[src/include/guard_timer_params.svh]
/*
 Constants of the guard timer block: register addresses, field
 positions, reset values and timing counts.
 Assumes inclusion by bare name from the design and the benches.
*/
`ifndef GUARD_TIMER_PARAMS_SVH
`define GUARD_TIMER_PARAMS_SVH

`define WD_ADDR_W            12
`define WD_CTRL_ADDR         12'h060
`define WD_RSRC_ADDR         12'h064
`define WD_CTRL_RESET        8'h00
`define WD_RSRC_RESET        8'h01
`define WD_RSRC_MASK         8'h1f
`define WD_BIT_POWERON       0
`define WD_BIT_PIN           1
`define WD_BIT_BROWNOUT      2
`define WD_BIT_GUARD         3
`define WD_BIT_SCAN          4
`define WD_UNLOCK_CYCLES     3'd4
`define WD_BASE_OSC_CYCLES   2048
`define WD_PS_MAX            4'h9
`define WD_CNT_W             20

`endif

[src/include/guard_timer_pkg.sv]
/*
 Types of the guard timer block.
 Assumes the params header sits on the include path.
*/
package guard_timer_pkg;

   // Control register layout, bit 7 first
   typedef struct packed {
      logic       irq_flag;
      logic       irq_en;
      logic       ps3;
      logic       unlock;
      logic       rst_en;
      logic [2:0] ps_lo;
   } wd_ctrl_t;

   // Reset causes coming from the rest of the chip
   typedef struct packed {
      logic scan;
      logic brownout;
      logic pin;
   } rst_cause_t;

   // Timeout action, Gray coded
   typedef enum logic [1:0] {
      MODE_STOP = 2'b00,
      MODE_IRQ  = 2'b01,
      MODE_BOTH = 2'b11,
      MODE_RST  = 2'b10
   } wd_mode_t;

   // Timed change sequence
   typedef enum logic {
      ULK_LOCKED = 1'b0,
      ULK_OPEN   = 1'b1
   } ulk_state_t;

endpackage : guard_timer_pkg

[src/hdl/guard_timer.sv]
/*
 Guard timer with control register and reset-source register,
 reached over APB.
 Assumes: pclk 50 MHz; presetn is the power-on reset; the
 oscillator level, restart and reset causes are synchronous.
*/
`timescale 1ns/100ps
`include "guard_timer_params.svh"

module guard_timer #(
   parameter int unsigned BASE_OSC_CYCLES = `WD_BASE_OSC_CYCLES
) (
   input  wire logic                        pclk,
   input  wire logic                        presetn,
   input  wire logic                        psel,
   input  wire logic                        penable,
   input  wire logic                        pwrite,
   input  wire logic [`WD_ADDR_W-1:0]       paddr,
   input  wire logic [31:0]                 pwdata,
   input  wire logic [3:0]                  pstrb,
   output logic      [31:0]                 prdata,
   output logic                             pready,
   output logic                             pslverr,
   input  wire logic                        osc_in,
   input  wire logic                        restart_req,
   input  wire logic                        always_on_fuse,
   input  wire logic                        global_irq_enable,
   input  wire logic                        irq_vector_taken,
   input  wire guard_timer_pkg::rst_cause_t rst_cause,
   output logic                             timeout_irq,
   output logic                             wake_req,
   output logic                             system_reset_req
);
   import guard_timer_pkg::*;

   // ---------------------------------------------------------
   // Functions
   // ---------------------------------------------------------

   // Last count before expiry; reserved codes act as longest
   function automatic logic [`WD_CNT_W-1:0] last_count(
      input logic [3:0] ps
   );
      logic [3:0]  sel;
      logic [31:0] full;
      sel  = (ps > `WD_PS_MAX) ? `WD_PS_MAX : ps;
      full = BASE_OSC_CYCLES << sel;
      last_count = full[`WD_CNT_W-1:0] - 20'h00001;
   endfunction : last_count

   // Address decode shared by read and write paths
   function automatic logic addr_is(
      input logic [`WD_ADDR_W-1:0] a,
      input logic [`WD_ADDR_W-1:0] reg_addr
   );
      addr_is = (a == reg_addr);
   endfunction : addr_is

   // ---------------------------------------------------------
   // Declarations
   // ---------------------------------------------------------

   logic                    irq_flag_ff;
   logic                    irq_en_ff;
   logic                    rst_en_ff;
   logic [3:0]              period_ff;
   logic [7:0]              rsrc_ff;
   logic [`WD_CNT_W-1:0]    cnt_ff;
   logic                    osc_q_ff;
   ulk_state_t              ulk_ff;
   logic [2:0]              ulk_cnt_ff;
   logic                    pready_ff;
   logic                    pslverr_ff;
   logic [31:0]             prdata_ff;
   logic                    irq_ff;
   logic                    wake_ff;
   logic                    sysrst_ff;

   logic                    setup;
   logic                    wr_access;
   logic                    wr_ctrl;
   logic                    wr_rsrc;
   wd_ctrl_t                wd;
   logic                    unlock_req;
   logic                    protected_ok;
   logic                    osc_tick;
   logic                    eff_rst_en;
   logic                    eff_irq_en;
   wd_mode_t                mode;
   logic [3:0]              period;
   logic                    expire;
   logic                    fire_reset;
   logic                    fire_irq;
   logic                    sys_reset_any;
   wd_ctrl_t                ctrl_view;

   // ---------------------------------------------------------
   // Bus decode
   // ---------------------------------------------------------

   // Writes land only at the edge that completes the access
   assign setup     = psel & ~penable;
   assign wr_access = psel & penable & pwrite & pready_ff;
   assign wr_ctrl   = wr_access & pstrb[0] &
                      addr_is(paddr, `WD_CTRL_ADDR);
   assign wr_rsrc   = wr_access & pstrb[0] &
                      addr_is(paddr, `WD_RSRC_ADDR);
   assign wd        = wd_ctrl_t'(pwdata[7:0]);

   // Unlock needs both bits in one write
   assign unlock_req   = wr_ctrl & wd.unlock & wd.rst_en;
   // Protected fields change only while the window is open
   assign protected_ok = wr_ctrl & ~wd.unlock &
                         (ulk_ff == ULK_OPEN);

   // ---------------------------------------------------------
   // Mode and expiry
   // ---------------------------------------------------------

   // Oscillator edge; the oscillator is far slower than pclk
   assign osc_tick = osc_in & ~osc_q_ff;

   // Fuse and guard flag override the stored enable
   assign eff_rst_en = always_on_fuse |
                       rsrc_ff[`WD_BIT_GUARD] |
                       rst_en_ff;
   assign eff_irq_en = ~always_on_fuse & irq_en_ff;
   assign mode       = wd_mode_t'({eff_rst_en, eff_irq_en});
   assign period     = period_ff;

   // Compare with >= so that a shorter period never wraps past
   // the limit; it expires on the next tick instead
   assign expire = (mode != MODE_STOP) & osc_tick &
                   (cnt_ff >= last_count(period));

   // Combined mode resets when the irq is still unserviced
   assign fire_reset = expire &
                       ((mode == MODE_RST) |
                        ((mode == MODE_BOTH) &
                         irq_flag_ff));
   assign fire_irq   = expire & ~fire_reset &
                       eff_irq_en;

   // Any system reset other than power-on
   assign sys_reset_any = fire_reset | rst_cause.pin |
                          rst_cause.brownout | rst_cause.scan;

   // ---------------------------------------------------------
   // Oscillator edge detect
   // ---------------------------------------------------------

   // Previous oscillator level
   always_ff @(posedge pclk or negedge presetn) begin
      if (!presetn) begin
         osc_q_ff <= 1'b0;
      end else begin
         osc_q_ff <= osc_in;
      end
   end

   // ---------------------------------------------------------
   // Timeout counter
   // ---------------------------------------------------------

   // Restart instruction and every expiry start a new period
   always_ff @(posedge pclk or negedge presetn) begin
      if (!presetn) begin
         cnt_ff <= '0;
      end else if ((mode == MODE_STOP) || restart_req ||
                   expire || sys_reset_any) begin
         cnt_ff <= '0;
      end else if (osc_tick) begin
         cnt_ff <= cnt_ff + 20'h00001;
      end
   end

   // ---------------------------------------------------------
   // Timed change window
   // ---------------------------------------------------------

   // Window counts pclk cycles from the unlock write
   always_ff @(posedge pclk or negedge presetn) begin
      if (!presetn) begin
         ulk_ff     <= ULK_LOCKED;
         ulk_cnt_ff <= 3'd0;
      end else begin
         case (ulk_ff)
            ULK_LOCKED: begin
               if (unlock_req) begin
                  ulk_ff     <= ULK_OPEN;
                  ulk_cnt_ff <= `WD_UNLOCK_CYCLES;
               end
            end
            ULK_OPEN: begin
               if (unlock_req) begin
                  ulk_cnt_ff <= `WD_UNLOCK_CYCLES;
               end else if (protected_ok || sys_reset_any) begin
                  ulk_ff     <= ULK_LOCKED;
                  ulk_cnt_ff <= 3'd0;
               end else if (ulk_cnt_ff == 3'd1) begin
                  ulk_ff     <= ULK_LOCKED;
                  ulk_cnt_ff <= 3'd0;
               end else begin
                  ulk_cnt_ff <= ulk_cnt_ff - 3'd1;
               end
            end
            default: begin
               ulk_ff     <= ULK_LOCKED;
               ulk_cnt_ff <= 3'd0;
            end
         endcase
      end
   end

   // ---------------------------------------------------------
   // Control register
   // ---------------------------------------------------------

   // Interrupt flag: a new expiry wins over any clear
   always_ff @(posedge pclk or negedge presetn) begin
      if (!presetn) begin
         irq_flag_ff <= 1'b0;
      end else if (fire_irq) begin
         irq_flag_ff <= 1'b1;
      end else if (sys_reset_any) begin
         irq_flag_ff <= 1'b0;
      end else if (irq_vector_taken ||
                   (wr_ctrl && wd.irq_flag)) begin
         irq_flag_ff <= 1'b0;
      end
   end

   // Interrupt enable; vector in combined mode drops to reset
   always_ff @(posedge pclk or negedge presetn) begin
      if (!presetn) begin
         irq_en_ff <= 1'b0;
      end else if (sys_reset_any) begin
         irq_en_ff <= 1'b0;
      end else if (irq_vector_taken && (mode == MODE_BOTH)) begin
         irq_en_ff <= 1'b0;
      end else if (wr_ctrl) begin
         irq_en_ff <= wd.irq_en;
      end
   end

   // Reset enable: setting is free, clearing is protected.
   // Own expiry clears it too; the guard flag then holds the effective enable
   always_ff @(posedge pclk or negedge presetn) begin
      if (!presetn) begin
         rst_en_ff <= 1'b0;
      end else if (sys_reset_any) begin
         rst_en_ff <= 1'b0;
      end else if (protected_ok) begin
         rst_en_ff <= wd.rst_en;
      end else if (wr_ctrl && wd.rst_en) begin
         rst_en_ff <= 1'b1;
      end
   end

   // Period select is written only inside the window; any system reset clears it
   always_ff @(posedge pclk or negedge presetn) begin
      if (!presetn) begin
         period_ff <= 4'h0;
      end else if (sys_reset_any) begin
         period_ff <= 4'h0;
      end else if (protected_ok) begin
         period_ff <= {wd.ps3, wd.ps_lo};
      end
   end

   // Software sees the effective enables, not the stored ones;
   // the unlock bit is shown from the window state, never stored
   always_comb begin
      ctrl_view          = '0;
      ctrl_view.irq_flag = irq_flag_ff;
      ctrl_view.ps3      = period_ff[3];
      ctrl_view.ps_lo    = period_ff[2:0];
      ctrl_view.irq_en   = eff_irq_en;
      ctrl_view.rst_en   = eff_rst_en;
      ctrl_view.unlock   = (ulk_ff == ULK_OPEN);
   end

   // ---------------------------------------------------------
   // Reset-source register
   // ---------------------------------------------------------

   // Writing zero clears a flag, writing one leaves it; a cause
   // present in the same cycle wins over the clear
   always_ff @(posedge pclk or negedge presetn) begin
      if (!presetn) begin
         rsrc_ff <= `WD_RSRC_RESET;
      end else begin
         rsrc_ff[`WD_BIT_POWERON] <=
            (rsrc_ff[`WD_BIT_POWERON] &
             ~(wr_rsrc & ~pwdata[`WD_BIT_POWERON]));
         rsrc_ff[`WD_BIT_PIN] <= rst_cause.pin |
            (rsrc_ff[`WD_BIT_PIN] &
             ~(wr_rsrc & ~pwdata[`WD_BIT_PIN]));
         rsrc_ff[`WD_BIT_BROWNOUT] <=
            rst_cause.brownout |
            (rsrc_ff[`WD_BIT_BROWNOUT] &
             ~(wr_rsrc & ~pwdata[`WD_BIT_BROWNOUT]));
         rsrc_ff[`WD_BIT_GUARD] <= fire_reset |
            (rsrc_ff[`WD_BIT_GUARD] &
             ~(wr_rsrc & ~pwdata[`WD_BIT_GUARD]));
         rsrc_ff[`WD_BIT_SCAN] <= rst_cause.scan |
            (rsrc_ff[`WD_BIT_SCAN] &
             ~(wr_rsrc & ~pwdata[`WD_BIT_SCAN]));
         rsrc_ff[7:5] <= 3'd0;
      end
   end

   // ---------------------------------------------------------
   // Event outputs
   // ---------------------------------------------------------

   // Request to the core needs the global enable too; wake is
   // kept apart since a sleeping core still must see it
   always_ff @(posedge pclk or negedge presetn) begin
      if (!presetn) begin
         irq_ff  <= 1'b0;
         wake_ff <= 1'b0;
      end else begin
         irq_ff  <= irq_flag_ff & eff_irq_en &
                    global_irq_enable;
         wake_ff <= irq_flag_ff & eff_irq_en;
      end
   end

   // One pclk pulse per watchdog expiry in reset mode, or in combined mode with the irq flag still set
   always_ff @(posedge pclk or negedge presetn) begin
      if (!presetn) begin
         sysrst_ff <= 1'b0;
      end else begin
         sysrst_ff <= fire_reset;
      end
   end

   // ---------------------------------------------------------
   // APB slave
   // ---------------------------------------------------------

   // Answer is prepared in the setup cycle so that it comes
   // from flip-flops with no wait state
   always_ff @(posedge pclk or negedge presetn) begin
      if (!presetn) begin
         pready_ff  <= 1'b0;
         pslverr_ff <= 1'b0;
         prdata_ff  <= 32'h0000_0000;
      end else begin
         pready_ff  <= setup;
         pslverr_ff <= setup &
                       ~addr_is(paddr, `WD_CTRL_ADDR) &
                       ~addr_is(paddr, `WD_RSRC_ADDR);
         if (setup && !pwrite &&
             addr_is(paddr, `WD_CTRL_ADDR)) begin
            prdata_ff <= {24'h000000, ctrl_view};
         end else if (setup && !pwrite &&
                      addr_is(paddr, `WD_RSRC_ADDR)) begin
            prdata_ff <= {24'h000000,
                          rsrc_ff & `WD_RSRC_MASK};
         end else begin
            prdata_ff <= 32'h0000_0000;
         end
      end
   end

   // ---------------------------------------------------------
   // Outputs
   // ---------------------------------------------------------

   assign prdata           = prdata_ff;
   assign pready           = pready_ff;
   assign pslverr          = pslverr_ff;
   assign timeout_irq      = irq_ff;
   assign wake_req         = wake_ff;
   assign system_reset_req = sysrst_ff;

endmodule : guard_timer

[config.mk]
export PLATFORM = sky130hd
export DESIGN_NAME = guard_timer
export DESIGN_NICKNAME = d
export VERILOG_FILES = /design/src/include/guard_timer_pkg.sv /design/src/hdl/guard_timer.sv
export VERILOG_INCLUDE_DIRS = /design/src /design/src/include
export SDC_FILE = /design/constraint.sdc
export NUM_CORES = 1
export LEC_CHECK = 0
export BUFFER_PORTS_ARGS = -buffer_cell sky130_fd_sc_hd__buf_2
export CORE_ASPECT_RATIO = 1.25
export CORE_MARGIN = 2
export CORE_UTILIZATION = 45
export DETAILED_ROUTE_END_ITERATION = 6
export GPL_TIMING_DRIVEN = 0
export PLACE_DENSITY = 0.82
export SLEW_MARGIN = 40
export SYNTH_ARGS = -nofsm -noshare
export SYNTH_HDL_FRONTEND = slang
export SYNTH_SLANG_ARGS = --single-unit
[constraint.sdc]
create_clock -name pclk -period 2.9 [get_ports pclk]
set_input_delay 0.29 -clock pclk [delete_from_list [all_inputs] [get_ports pclk]]
set_output_delay 0.29 -clock pclk [all_outputs]
set_load 0.03 [all_outputs]
==> results of run 1 <==
[flip-flops by register name, summed over array words and instances, names as in the netlist]
signal	flops
pslverr	1
ulk_ff	1
rsrc_ff	5
rst_en_ff	1
irq_flag_ff	1
osc_q_ff	1
pready	1
timeout_irq	1
system_reset_req	1
irq_en_ff	1
ulk_cnt_ff	3
period	4
wake_req	1
cnt_ff	20
prdata	8
[how the worst min path moves through the flow]
stage               start     endpoint  slack, ps  cells past startpoint
2_1_floorplan     presetn    cnt_ff[0]         -6                      0
3_3_place_gp   rsrc_ff[0]   rsrc_ff[0]        440                      1
3_5_place_dp      presetn  irq_flag_ff        350                      1
4_1_cts           presetn  irq_flag_ff         20                      1
5_1_grt           presetn   rsrc_ff[3]         30                      1
6_report          presetn  irq_flag_ff         -7                      1
[placed cells by master (no fill, tap or decap), drive strengths merged, types with 7 or more instances in the layout]
cell,Yosys,layout
buf,28,91
conb,1,24
nand2,14,14
xnor2,7,7
xor2,13,13
mux2i,10,10
o21ai,12,12
inv,8,9
nor2,46,46
nor3,11,11
dfrtp,49,49
nand3,8,8
ha,13,13
nand4,8,8
[critical path: stages, from the launching register on]
cell and delay (ps):
dfrtp_2 440, nor2_4 160, nand3b_1 140, ha_4 210
a21o_1 180, a32oi_2 200, ha_1 300, a21oi_2 200
o211ai_4 120, nor4_4 280, buf_4 190, buf_6 90
buf_6 80, nor3_2 40, o22a_1 160
[power by group through the flow]
stage | logic [mW] | clock network, mW | registers, mW
finish | 0.148 | 0.415 | 0.704
global route | 0.161 | 0.446 | 0.705
CTS | 0.140 | 0.419 | 0.704
global placement | 0.136 | 0 | 0.717
detailed placement | 0.138 | 0 | 0.717
floorplan | 0.0897 | 0 | 0.720
[timing repair]
| action | in CTS | in global routing |
|---|---|---|
| setup endpoints to repair | 33 | 33 |
| cloned | 0 | 2 |
| pin swaps | 2 | 12 |
| resized for setup | 11 | 41 |
| buffers inserted | 9 | 7 |
[stage by stage]
| stage | hold WS, ps | setup WS (ps) | utilization, % |
|---|---|---|---|
| detailed placement | 350 | -401 | 53.0 |
| floorplan | -5.59 | 83.9 | - |
| finish | -6.98 | -20.2 | 59.4 |
| global route | 32.3 | -156 | 59.4 |
| global placement | 444 | -269 | 52.9 |
| CTS | 15.7 | 12.0 | 56.1 |
[layout make-up]
class / count / share of cell area [%]
buffer: 28 / 5.88
clock buffer: 5 / 1.90
clock inverter: 3 / 0.519
inverter: 8 / 0.830
multi-input combinational: 222 / 42.7
sequential: 50 / 34.8
tap: 85 / 2.94
timing repair buffer: 63 / 10.4
[cells by family after synthesis]
kind of cell    after synthesis  share of synthesized area [%]
simple gates                122                           23.2
flops                        50                           44.7
buf+inv                      38                           8.48
compound gates               33                           7.90
xor+xnor                     20                           6.25
fa+ha+maj                    13                           5.80
mux                          10                           3.57
other cells                   1                          0.134
[routing by layer]
metal  GRT usage (%)  up-vias  share of wire [%]
met1            22.9     1132                 39
met3            3.41       14                4.9
met5               0        -                  0
met2            33.4       88                 55
met4            5.51        0                1.8
li1                -     1131                  -
==> flow_summary.html, run 1 <==
<table>
<tr><th>Metric</th><th>Value</th></tr>
<tr><th colspan="2">Outcome</th></tr>
<tr><td>Outcome</td><td>finished with violations</td></tr>
<tr><td>Violations in the final reports</td><td>hold timing, setup timing</td></tr>
<tr><th colspan="2">Placement</th></tr>
<tr><td>Number of input and output port buffers inserted</td><td>45</td></tr>
<tr><td>Post-detailed-placement cell area</td><td>0.00322 mm2</td></tr>
<tr><td>Cell total after placement</td><td>440</td></tr>
<tr><td>HPWL after detailed placement</td><td>around 4.4 mm</td></tr>
<tr><td>Gpl congestion</td><td>between 0.7 and 0.8</td></tr>
<tr><th colspan="2">Power</th></tr>
<tr><td>Power per unit of standard cell area</td><td>around 350 mW/mm2</td></tr>
<tr><td>Switching Power</td><td>approximately 340 uW</td></tr>
<tr><td>Sequential share of power</td><td>between 50 and 60%</td></tr>
<tr><td>Internal Dissipation</td><td>~930 uW</td></tr>
<tr><td>Switching share of power</td><td>26.8%</td></tr>
<tr><td>Leakage</td><td>approximately 1.7 nW</td></tr>
<tr><td>Part of the total power dissipated in the clock network</td><td>32.7%</td></tr>
<tr><td>Pwr Total</td><td>between 1 and 1.5 mW</td></tr>
<tr><td>Max VDD drop</td><td>0.000201 V</td></tr>
<tr><td>Relative contribution of combinational cells to total power</td><td>about an eighth</td></tr>
<tr><th colspan="2">Synth</th></tr>
<tr><td>Post-synthesis average cell area</td><td>9.77 um2</td></tr>
<tr><td>Area contributors post-synth</td><td>dfrtp_1 44%, buf_4 6.4%, nor2_1 6.2%</td></tr>
<tr><td>Flip-flop and latch count after synthesis</td><td>50</td></tr>
<tr><td>Most instantiated flip-flop cell in the synthesis netlist</td><td>dfrtp_1</td></tr>
<tr><td>Synthesized instance count</td><td>approximately 290</td></tr>
<tr><td>EDFF count, synth</td><td>0</td></tr>
<tr><td>Register area share after synthesis</td><td>between 40 and 50%</td></tr>
<tr><td>Share of flip-flops with an asynchronous set or reset</td><td>between 90% and 100%</td></tr>
<tr><td>Number of distinct library cells after synthesis</td><td>between 40 and 50</td></tr>
<tr><td>Largest area contributor in the netlist</td><td>dfrtp_1</td></tr>
<tr><td>Area share of the largest cell type after synthesis</td><td>a little over two fifths</td></tr>
<tr><td>Commonest cells post-synth</td><td>49 x dfrtp_1, 46 x nor2_1, 24 x buf_4</td></tr>
<tr><td>Total of warnings raised by yosys</td><td>0</td></tr>
<tr><td>Dominant cell by count in the synthesized netlist</td><td>dfrtp_1</td></tr>
<tr><td>Area of the mapped netlist</td><td>between 0.002 and 0.003 mm2</td></tr>
<tr><th colspan="2">Finish</th></tr>
<tr><td>Sequential cell area</td><td>about 0.0013 mm2</td></tr>
<tr><td>Multi-input logic area</td><td>0.00154 mm2</td></tr>
<tr><td>Antenna Cells</td><td>0</td></tr>
<tr><td>Finished Cell Area</td><td>approximately 0.0036 mm2</td></tr>
<tr><td>Final-stage net count</td><td>between 400 and 500</td></tr>
<tr><td>Post-route non-filler standard cell count</td><td>approximately 460</td></tr>
<tr><td>Share of layout cells above drive strength 1</td><td>about 36%</td></tr>
<tr><td>Post-synthesis to final-layout area growth</td><td>29.0%</td></tr>
<tr><td>FILL cells</td><td>approximately 500</td></tr>
<tr><th colspan="2">CTS</th></tr>
<tr><td>Bufs on Longest Clock Path</td><td>2</td></tr>
<tr><td>Post-CTS Hold Fix Bufs</td><td>0</td></tr>
<tr><td>CTS HTree Levels</td><td>2</td></tr>
<tr><td>Total number of clock tree sinks</td><td>50</td></tr>
<tr><td>Clock-pin transition on the worst setup and hold timing paths</td><td>approximately 100 ps</td></tr>
<tr><td>CTS tree</td><td>yes</td></tr>
<tr><td>Clock network latency to the later pin of the worst-skew pair</td><td>~310 ps</td></tr>
<tr><td>Root Driver</td><td>clkbuf_8</td></tr>
<tr><td>TritonCTS Buffers</td><td>5</td></tr>
<tr><th colspan="2">Critical path</th></tr>
<tr><td>End of the worst register-to-register path</td><td>irq_flag_ff</td></tr>
<tr><td>Crit path required time</td><td>approximately 3100 ps</td></tr>
<tr><td>CP arrival</td><td>between 3000 and 4000 ps</td></tr>
<tr><td>Register-to-Register Path Depth</td><td>14</td></tr>
<tr><td>Element type at the critical path end</td><td>flip-flop</td></tr>
<tr><td>Worst setup path endpoint</td><td>irq_flag_ff</td></tr>
<tr><td>Critical register-to-register path startpoint</td><td>period[3]</td></tr>
<tr><td>Worst Setup SP</td><td>period[3]</td></tr>
<tr><td>Critical setup path kind</td><td>reg2reg</td></tr>
<tr><td>Maximum fanout along the worst path</td><td>4</td></tr>
<tr><td>Internal reg-to-reg setup slack</td><td>-20 ps</td></tr>
<tr><td>Nature of the critical path startpoint</td><td>flip-flop</td></tr>
<tr><th colspan="2">Timing</th></tr>
<tr><td>Max Freq</td><td>roughly 340 MHz</td></tr>
<tr><td>Hold violation total from the final report</td><td>20</td></tr>
<tr><td>Setup TNS</td><td>-40.1 ps</td></tr>
<tr><td>Slack of the critical path</td><td>-20.2 ps</td></tr>
<tr><td>Least-Margin Pin Slew</td><td>645 ps</td></tr>
<tr><td>Final Slew Violations</td><td>0</td></tr>
<tr><td>Final period utilization</td><td>101%</td></tr>
<tr><td>Min Hold Slack</td><td>-6.98 ps</td></tr>
<tr><td>Count of endpoints failing setup in the final report</td><td>5</td></tr>
<tr><td>Remaining max-slew budget at the tightest pin</td><td>a little under three fifths</td></tr>
<tr><td>Post-route clock skew</td><td>16.1 ps</td></tr>
<tr><td>Time the final worst path needs with I/O delays and setup</td><td>~2900 ps</td></tr>
<tr><td>RSZ-0062 raised after global routing</td><td>true</td></tr>
<tr><th colspan="2">Global routing</th></tr>
<tr><td>Via count of the first global-routing pass</td><td>2319</td></tr>
<tr><td>Initial antenna violation count</td><td>0</td></tr>
<tr><td>Pin count of the biggest net entering global routing</td><td>between 50 and 60</td></tr>
<tr><td>Global-route total usage across every layer</td><td>a little under a fifth</td></tr>
<tr><td>Overall overflow remaining after global route</td><td>0</td></tr>
<tr><td>Global-route wire length before repair</td><td>approximately 10 mm</td></tr>
<tr><th colspan="2">Floorplanning</th></tr>
<tr><td>Die Y-Extent</td><td>between 90 and 100 um</td></tr>
<tr><td>Die X</td><td>74.6 um</td></tr>
<tr><td>Site row count</td><td>32</td></tr>
<tr><td>Core region area</td><td>just over 0.006 mm2</td></tr>
<tr><td>Initial standard-cell utilization of the core</td><td>46.1%</td></tr>
<tr><td>IO Pins</td><td>roughly 100</td></tr>
<tr><td>Die area</td><td>roughly 0.0069 mm2</td></tr>
<tr><th colspan="2">Worst hold path</th></tr>
<tr><td>Path category of the worst min-delay check</td><td>in2async</td></tr>
<tr><th colspan="2">Drt</th></tr>
<tr><td>Detailed-route via count</td><td>between 2000 and 2500</td></tr>
<tr><td>Number of search-and-repair iterations in the first detailed-routing pass</td><td>4</td></tr>
<tr><td>Detailed Route WL</td><td>roughly 6.6 mm</td></tr>
<tr><td>Via density per instance</td><td>5.10</td></tr>
<tr><td>Number of DRC markers in iteration 0</td><td>between 80 and 90</td></tr>
<tr><td>Average wire per standard cell</td><td>about 14 um</td></tr>
<tr><td>Drc violations</td><td>0</td></tr>
<tr><td>ANT nets after route</td><td>0</td></tr>
<tr><th colspan="2">Flow run</th></tr>
<tr><td>Number of maximum-capacitance constraint violations</td><td>0</td></tr>
</table>
Note: power is estimated with default switching activity, not from simulation.
==> run 2, diff against run 1 <==
--- a/config.mk
+++ b/config.mk
@@ -12,7 +12,9 @@
 export CORE_UTILIZATION = 45
 export DETAILED_ROUTE_END_ITERATION = 6
 export GPL_TIMING_DRIVEN = 0
+export HOLD_SLACK_MARGIN = 0.05
 export PLACE_DENSITY = 0.82
+export SKIP_CTS_REPAIR_TIMING = 1
 export SLEW_MARGIN = 40
 export SYNTH_ARGS = -nofsm -noshare
 export SYNTH_HDL_FRONTEND = slang
==> flow_summary.html, run 2 (synthesis results as in run 1) <==
<table>
<tr><th>Metric</th><th>Value</th></tr>
<tr><th colspan="2">Power</th></tr>
<tr><td>Max VDD drop</td><td>just under 0.0002 V</td></tr>
<tr><td>Pwr Total</td><td>about 1.3 mW</td></tr>
<tr><td>Leakage</td><td>around 1.7 nW</td></tr>
<tr><td>Power per unit of standard cell area</td><td>357 mW/mm2</td></tr>
<tr><th colspan="2">Critical path</th></tr>
<tr><td>Element type at the critical path end</td><td>flip-flop</td></tr>
<tr><td>Crit path required time</td><td>a little over 3000 ps</td></tr>
<tr><td>Critical setup path kind</td><td>reg2reg</td></tr>
<tr><td>CP arrival</td><td>between 3000 and 4000 ps</td></tr>
<tr><td>Nature of the critical path startpoint</td><td>flip-flop</td></tr>
<tr><td>Maximum fanout along the worst path</td><td>5</td></tr>
<tr><th colspan="2">Finish</th></tr>
<tr><td>Most flops, register</td><td>cnt_ff</td></tr>
<tr><td>Utilization after layout</td><td>roughly three fifths</td></tr>
<tr><td>Final-stage net count</td><td>between 400 and 500</td></tr>
<tr><td>Largest register FFs</td><td>20</td></tr>
<tr><td>Top library cells by usage in the layout, fill and taps aside</td><td>46 x buf_2, 45 x dfrtp_1, 38 x nor2_1</td></tr>
<tr><td>Post-synthesis to final-layout area growth</td><td>26.5%</td></tr>
<tr><td>Share of layout cells above drive strength 1</td><td>about 32%</td></tr>
<tr><td>Most frequent standard cell in the layout excluding fill and tap cells</td><td>buf_2</td></tr>
<tr><td>Antenna Cells</td><td>0</td></tr>
<tr><th colspan="2">Floorplanning</th></tr>
<tr><td>Site row count</td><td>32</td></tr>
<tr><td>Core region area</td><td>around 0.0061 mm2</td></tr>
<tr><td>Die area</td><td>0.00688 mm2</td></tr>
<tr><td>Die Y-Extent</td><td>around 92 um</td></tr>
<tr><td>IO Pins</td><td>98</td></tr>
<tr><td>Die X</td><td>~75 um</td></tr>
<tr><td>Initial standard-cell utilization of the core</td><td>a little under half</td></tr>
<tr><th colspan="2">Drt</th></tr>
<tr><td>Average wire per standard cell</td><td>approximately 14 um</td></tr>
<tr><td>Drc violations</td><td>0</td></tr>
<tr><td>Via density per instance</td><td>about 5</td></tr>
<tr><td>ANT nets after route</td><td>0</td></tr>
<tr><td>Number of search-and-repair iterations in the first detailed-routing pass</td><td>4</td></tr>
<tr><td>Number of DRC markers in iteration 0</td><td>approximately 120</td></tr>
<tr><td>Detailed-route via count</td><td>2337</td></tr>
<tr><td>Detailed Route WL</td><td>between 6 and 7 mm</td></tr>
<tr><th colspan="2">Timing</th></tr>
<tr><td>Post-route clock skew</td><td>roughly 19 ps</td></tr>
<tr><td>Max Freq</td><td>347 MHz</td></tr>
<tr><td>Count of endpoints failing setup in the final report</td><td>0</td></tr>
<tr><td>Least-Margin Pin Slew</td><td>650 ps</td></tr>
<tr><td>Final Slew Violations</td><td>0</td></tr>
<tr><td>Time the final worst path needs with I/O delays and setup</td><td>2890 ps</td></tr>
<tr><td>RSZ-0062 raised after global routing</td><td>true</td></tr>
<tr><td>Hold violation total from the final report</td><td>0</td></tr>
<tr><td>Remaining max-slew budget at the tightest pin</td><td>a little under three fifths</td></tr>
<tr><td>Min Hold Slack</td><td>about 160 ps</td></tr>
<tr><td>Final period utilization</td><td>roughly 100%</td></tr>
<tr><td>Slack of the critical path</td><td>~14 ps</td></tr>
<tr><th colspan="2">CTS</th></tr>
<tr><td>CTS tree</td><td>yes</td></tr>
<tr><td>Clock network latency to the later pin of the worst-skew pair</td><td>just over 300 ps</td></tr>
<tr><td>Root Driver</td><td>clkbuf_8</td></tr>
<tr><td>Bufs on Longest Clock Path</td><td>2</td></tr>
<tr><td>TritonCTS Buffers</td><td>5</td></tr>
<tr><td>CTS HTree Levels</td><td>2</td></tr>
<tr><td>Clock-pin transition on the worst setup and hold timing paths</td><td>about 100 ps</td></tr>
<tr><td>Total number of clock tree sinks</td><td>50</td></tr>
<tr><th colspan="2">Placement</th></tr>
<tr><td>Gpl congestion</td><td>between 0.7 and 0.8</td></tr>
<tr><td>HPWL after detailed placement</td><td>roughly 4.4 mm</td></tr>
<tr><td>Number of input and output port buffers inserted</td><td>45</td></tr>
<tr><td>Post-placement worst setup slack</td><td>-401 ps</td></tr>
<tr><th colspan="2">Global routing</th></tr>
<tr><td>Global-route total usage across every layer</td><td>18.3%</td></tr>
<tr><td>Global-route wire length before repair</td><td>approximately 10 mm</td></tr>
<tr><td>Initial antenna violation count</td><td>0</td></tr>
<tr><td>Via count of the first global-routing pass</td><td>approximately 2200</td></tr>
<tr><td>Overall overflow remaining after global route</td><td>0</td></tr>
<tr><td>Pin count of the biggest net entering global routing</td><td>between 50 and 60</td></tr>
<tr><th colspan="2">Flow run</th></tr>
<tr><td>Number of maximum-capacitance constraint violations</td><td>0</td></tr>
<tr><th colspan="2">Outcome</th></tr>
<tr><td>Outcome</td><td>complete, no violations</td></tr>
<tr><th colspan="2">Worst hold path</th></tr>
<tr><td>Path category of the worst min-delay check</td><td>in2reg</td></tr>
</table>
run 2: changes by cell type in the layout (fill, tap and decap cells not counted), sizes merged:
| cell | previous run | this run |
|---|---|---|
| buf | 91 | 85 |
| dlygate4sd3 | 0 | 1 |
run 2: per-layer routing:
layer  GRT usage (%)  routed length (um)
met5               0                   0
met4            4.61                 132
met3            3.19                 303
met2            33.0                3620
met1            22.0                2490
run 2: layout make-up:
| type | count | area (um2) |
|---|---|---|
| plain buffers | 28 | 213 |
| clock inverters | 3 | 18.8 |
| multi-input cells | 222 | 1510 |
| well taps | 85 | 106 |
| inverters | 8 | 30.0 |
| repair buffers | 58 | 339 |
| clock buffers | 5 | 68.8 |
| fillers | 509 | 2540 |
| flip-flops and latches | 50 | 1260 |
run 2: where the power goes:
| part | switching, mW | internal, mW |
|---|---|---|
| sequential | 0.00351 | 0.701 |
| combinational | 0.0909 | 0.0558 |
| clock | 0.245 | 0.170 |
run 2: worst paths after layout:
| path | startpoint | endpoint | slack, ps | cells past startpoint |
|---|---|---|---|---|
| max in group asynchronous | presetn | period[1] | 1900 | 2 |
| min in group asynchronous | presetn | irq_flag_ff | 530 | 2 |
| hold / removal | irq_vector_taken | irq_en_ff | 160 | 2 |
| setup reg to reg | period[3] | cnt_ff[14] | 10 | 13 |
| setup / recovery | period[3] | cnt_ff[14] | 10 | 13 |
| hold reg to reg | rsrc_ff[0] | rsrc_ff[0] | 470 | 1 |
run 2: through the flow:
stage                     TNS [ps]  cells  instance area, um2
after floorplan                  0    310                2890
after global placement       -4070    440                3220
after detailed placement     -8050    440                3220
after CTS                   -10750    448                3310
after global routing         -1620    459                3550
final                            0    459                3550
run 2: critical path, stage by stage (launching register included):
cell and delay [ps]:
dfrtp_2 460, nor2_4 160, nand2_1 140, ha_4 210, xor2_1 160, ha_1 290
nand4_1 180, nor4_2 370, nor4_4 80, buf_4 170, buf_6 120, o21ai_4 210
buf_6 160, nor2_1 50
==> run 3, diff against run 2 <==
--- a/config.mk
+++ b/config.mk
@@ -6,14 +6,15 @@
 export SDC_FILE = /design/constraint.sdc
 export NUM_CORES = 1
 export LEC_CHECK = 0
+export ABC_AREA = 1
 export BUFFER_PORTS_ARGS = -buffer_cell sky130_fd_sc_hd__buf_2
 export CORE_ASPECT_RATIO = 1.25
 export CORE_MARGIN = 2
-export CORE_UTILIZATION = 45
+export CORE_UTILIZATION = 47
 export DETAILED_ROUTE_END_ITERATION = 6
 export GPL_TIMING_DRIVEN = 0
 export HOLD_SLACK_MARGIN = 0.05
-export PLACE_DENSITY = 0.82
+export PLACE_DENSITY = 0.83
 export SKIP_CTS_REPAIR_TIMING = 1
 export SLEW_MARGIN = 40
 export SYNTH_ARGS = -nofsm -noshare
==> flow_summary.html, run 3 <==
<table>
<tr><th>Metric</th><th>Value</th></tr>
<tr><th colspan="2">Floorplanning</th></tr>
<tr><td>Die area</td><td>between 0.007 and 0.008 mm2</td></tr>
<tr><td>Site row count</td><td>33</td></tr>
<tr><td>Die X</td><td>77.7 um</td></tr>
<tr><td>Initial standard-cell utilization of the core</td><td>around 49%</td></tr>
<tr><td>Core region area</td><td>between 0.006 and 0.007 mm2</td></tr>
<tr><td>Die Y-Extent</td><td>between 90 and 100 um</td></tr>
<tr><td>IO Pins</td><td>98</td></tr>
<tr><th colspan="2">Synth</th></tr>
<tr><td>Area of the mapped netlist</td><td>approximately 0.0032 mm2</td></tr>
<tr><td>Area share of the largest cell type after synthesis</td><td>between 30% and 40%</td></tr>
<tr><td>EDFF count, synth</td><td>0</td></tr>
<tr><td>Dominant cell by count in the synthesized netlist</td><td>nand2_1</td></tr>
<tr><td>Area contributors post-synth</td><td>dfrtp_1 38%, nand2_1 7.7%, nor3_2 6.3%</td></tr>
<tr><td>Total of warnings raised by yosys</td><td>0</td></tr>
<tr><td>Most instantiated flip-flop cell in the synthesis netlist</td><td>dfrtp_1</td></tr>
<tr><td>Synthesized instance count</td><td>about 380</td></tr>
<tr><td>Commonest cells post-synth</td><td>65 x nand2_1, 49 x dfrtp_1, 43 x inv_1</td></tr>
<tr><td>Flip-flop and latch count after synthesis</td><td>50</td></tr>
<tr><td>Share of flip-flops with an asynchronous set or reset</td><td>100%</td></tr>
<tr><td>Post-synthesis average cell area</td><td>roughly 8.5 um2</td></tr>
<tr><td>Register area share after synthesis</td><td>between 30% and 40%</td></tr>
<tr><td>Number of distinct library cells after synthesis</td><td>40</td></tr>
<tr><td>Largest area contributor in the netlist</td><td>dfrtp_1</td></tr>
<tr><th colspan="2">Power</th></tr>
<tr><td>Pwr Total</td><td>around 1.4 mW</td></tr>
<tr><td>Max VDD drop</td><td>roughly 0.00026 V</td></tr>
<tr><td>Leakage</td><td>1.98 nW</td></tr>
<tr><td>Power per unit of standard cell area</td><td>roughly 350 mW/mm2</td></tr>
<tr><th colspan="2">CTS</th></tr>
<tr><td>CTS HTree Levels</td><td>2</td></tr>
<tr><td>Bufs on Longest Clock Path</td><td>2</td></tr>
<tr><td>Clock network latency to the later pin of the worst-skew pair</td><td>roughly 300 ps</td></tr>
<tr><td>TritonCTS Buffers</td><td>5</td></tr>
<tr><td>Root Driver</td><td>clkbuf_8</td></tr>
<tr><td>CTS tree</td><td>yes</td></tr>
<tr><td>Total number of clock tree sinks</td><td>50</td></tr>
<tr><td>Clock-pin transition on the worst setup and hold timing paths</td><td>about 90 ps</td></tr>
<tr><th colspan="2">Critical path</th></tr>
<tr><td>Nature of the critical path startpoint</td><td>flip-flop</td></tr>
<tr><td>Worst Setup SP</td><td>period[1]</td></tr>
<tr><td>Critical register-to-register path startpoint</td><td>period[1]</td></tr>
<tr><td>Cell repeated most along the worst path</td><td>nand2_1</td></tr>
<tr><td>CP arrival</td><td>3060 ps</td></tr>
<tr><td>Critical setup path kind</td><td>reg2reg</td></tr>
<tr><td>Crit path required time</td><td>approximately 3000 ps</td></tr>
<tr><td>Critical path, cell by cell</td><td>nor2_1 -&gt; nand2_1 -&gt; nor2_2 -&gt; inv_1 -&gt; ha_1 -&gt; nand2_1 -&gt; xnor2_1 -&gt; ha_1 -&gt; nand2_1 -&gt; nor2_1 -&gt; nand2_1 -&gt; nor2_1 -&gt; nand2_2 -&gt; nand3_4 -&gt; nand3_4 -&gt; buf_4 -&gt; nand4_1 -&gt; a21oi_1</td></tr>
<tr><td>Internal reg-to-reg setup slack</td><td>30 ps</td></tr>
<tr><td>Slowest library cell on the worst path</td><td>dfrtp_1</td></tr>
<tr><td>Number of buffers and inverters on the critical path</td><td>2</td></tr>
<tr><td>Maximum fanout along the worst path</td><td>5</td></tr>
<tr><td>Total number of cells along the worst setup path</td><td>18</td></tr>
<tr><td>Worst setup path endpoint</td><td>ulk_cnt_ff[0]</td></tr>
<tr><td>Element type at the critical path end</td><td>flip-flop</td></tr>
<tr><td>Worst stage delay on the critical path</td><td>around 440 ps</td></tr>
<tr><td>Delay-heaviest family, CP</td><td>simple AND/OR/NAND/NOR gates</td></tr>
<tr><td>Register-to-Register Path Depth</td><td>18</td></tr>
<tr><td>End of the worst register-to-register path</td><td>ulk_cnt_ff[0]</td></tr>
<tr><th colspan="2">Global routing</th></tr>
<tr><td>Via count of the first global-routing pass</td><td>roughly 2600</td></tr>
<tr><td>Initial antenna violation count</td><td>0</td></tr>
<tr><td>Pin count of the biggest net entering global routing</td><td>51</td></tr>
<tr><td>Global-route total usage across every layer</td><td>a little under a fifth</td></tr>
<tr><td>Global-route wire length before repair</td><td>about 11 mm</td></tr>
<tr><td>Overall overflow remaining after global route</td><td>0</td></tr>
<tr><th colspan="2">Flow run</th></tr>
<tr><td>Number of maximum-capacitance constraint violations</td><td>0</td></tr>
<tr><th colspan="2">Finish</th></tr>
<tr><td>Finished Cell Area</td><td>about 0.004 mm2</td></tr>
<tr><td>Top library cells by usage in the layout, fill and taps aside</td><td>65 x nand2_1, 48 x dfrtp_1, 45 x buf_2</td></tr>
<tr><td>Most flops, register</td><td>cnt_ff</td></tr>
<tr><td>Final-stage net count</td><td>between 500 and 600</td></tr>
<tr><td>Largest register FFs</td><td>20</td></tr>
<tr><td>Post-route non-filler standard cell count</td><td>555</td></tr>
<tr><td>Antenna Cells</td><td>0</td></tr>
<tr><td>Utilization after layout</td><td>between 50 and 60%</td></tr>
<tr><td>Share of layout cells above drive strength 1</td><td>about a third</td></tr>
<tr><td>Post-synthesis to final-layout area growth</td><td>21.9%</td></tr>
<tr><td>Most frequent standard cell in the layout excluding fill and tap cells</td><td>nand2_1</td></tr>
<tr><th colspan="2">Timing</th></tr>
<tr><td>Least-Margin Pin Slew</td><td>around 630 ps</td></tr>
<tr><td>Hold violation total from the final report</td><td>0</td></tr>
<tr><td>Count of endpoints failing setup in the final report</td><td>0</td></tr>
<tr><td>Time the final worst path needs with I/O delays and setup</td><td>2870 ps</td></tr>
<tr><td>Min Hold Slack</td><td>roughly 100 ps</td></tr>
<tr><td>Final Slew Violations</td><td>0</td></tr>
<tr><td>Final period utilization</td><td>roughly 99%</td></tr>
<tr><td>Max Freq</td><td>348 MHz</td></tr>
<tr><td>Slack of the critical path</td><td>26.5 ps</td></tr>
<tr><td>Remaining max-slew budget at the tightest pin</td><td>between 50% and 60%</td></tr>
<tr><td>Setup TNS</td><td>0 ps</td></tr>
<tr><td>Post-route clock skew</td><td>just under 5 ps</td></tr>
<tr><th colspan="2">Placement</th></tr>
<tr><td>Cell total after placement</td><td>around 530</td></tr>
<tr><td>Number of input and output port buffers inserted</td><td>46</td></tr>
<tr><td>Post-placement worst setup slack</td><td>22.3 ps</td></tr>
<tr><td>HPWL after detailed placement</td><td>~5.2 mm</td></tr>
<tr><td>Gpl congestion</td><td>~0.85</td></tr>
<tr><td>Post-detailed-placement cell area</td><td>about 0.0036 mm2</td></tr>
<tr><th colspan="2">Drt</th></tr>
<tr><td>Via density per instance</td><td>a little under 5</td></tr>
<tr><td>ANT nets after route</td><td>0</td></tr>
<tr><td>Drc violations</td><td>0</td></tr>
<tr><td>Average wire per standard cell</td><td>around 13 um</td></tr>
<tr><td>Detailed Route WL</td><td>~7 mm</td></tr>
<tr><td>Number of DRC markers in iteration 0</td><td>between 100 and 150</td></tr>
<tr><td>Number of search-and-repair iterations in the first detailed-routing pass</td><td>4</td></tr>
<tr><td>Detailed-route via count</td><td>approximately 2700</td></tr>
<tr><th colspan="2">Outcome</th></tr>
<tr><td>Outcome</td><td>complete, no violations</td></tr>
<tr><th colspan="2">Worst hold path</th></tr>
<tr><td>Path category of the worst min-delay check</td><td>in2reg</td></tr>
</table>
-- run 3: cell types whose count changed after synthesis, moves of 6 or more --
| cell | change |
|---|---|
| nand2b_1 | -6 |
| inv_1 | +35 |
| o21ai_0 | -6 |
| mux2i_1 | -9 |
| nand3_1 | +13 |
| nand2_1 | +51 |
| a21oi_1 | +6 |
| nor3_2 | +20 |
| nor2_1 | -11 |
| inv_2 | +12 |
-- run 3: final cells by class --
| cell class | instances | area, um2 |
|---|---|---|
| clock buffers | 5 | 68.8 |
| clock inverters | 3 | 45.0 |
| inverters | 56 | 210 |
| plain buffers | 28 | 243 |
| repair buffers | 63 | 380 |
| fillers | 563 | 2680 |
| flip-flops and latches | 50 | 1250 |
| multi-input cells | 263 | 1580 |
| well taps | 87 | 109 |
-- run 3: kinds of logic after synthesis --
| group | count (synthesis) | share of synthesized area (%) |
|---|---|---|
| AO/OA/AOI/OAI | 32 | 5.77 |
| XOR/XNOR | 17 | 4.67 |
| adder cells (fa/ha/maj) | 13 | 5.10 |
| buffers and inverters | 86 | 14.3 |
| flip-flops | 50 | 39.3 |
| multiplexers | 1 | 0.314 |
| other | 1 | 0.118 |
| AND/OR/NAND/NOR | 176 | 30.5 |
-- run 3: how the worst min path moves through the flow --
stage	from	end	slack, ps	depth (start not counted)
2_1_floorplan	presetn	cnt_ff[0]	-6	0
3_3_place_gp	osc_in	osc_q_ff	410	1
3_5_place_dp	presetn	timeout_irq	350	1
4_1_cts	presetn	wake_req	10	1
5_1_grt	osc_in	osc_q_ff	90	1
6_report	osc_in	osc_q_ff	100	1
-- run 3: report_power, final --
group	switching [mW]	internal (mW)
sequential	0.00113	0.700
clock	0.242	0.257
combinational	0.111	0.0659
total	0.354	1.02
-- run 3: metal layers --
| metal | wire [um] | vias to the layer above | GRT usage [%] |
|---|---|---|---|
| met1 | 2700 | 1246 | 20.1 |
| met2 | 3810 | 87 | 34.4 |
| met5 | 0 | - | 0 |
| met3 | 326 | 18 | 3.10 |
| li1 | - | 1340 | - |
| met4 | 208 | 0 | 10.4 |
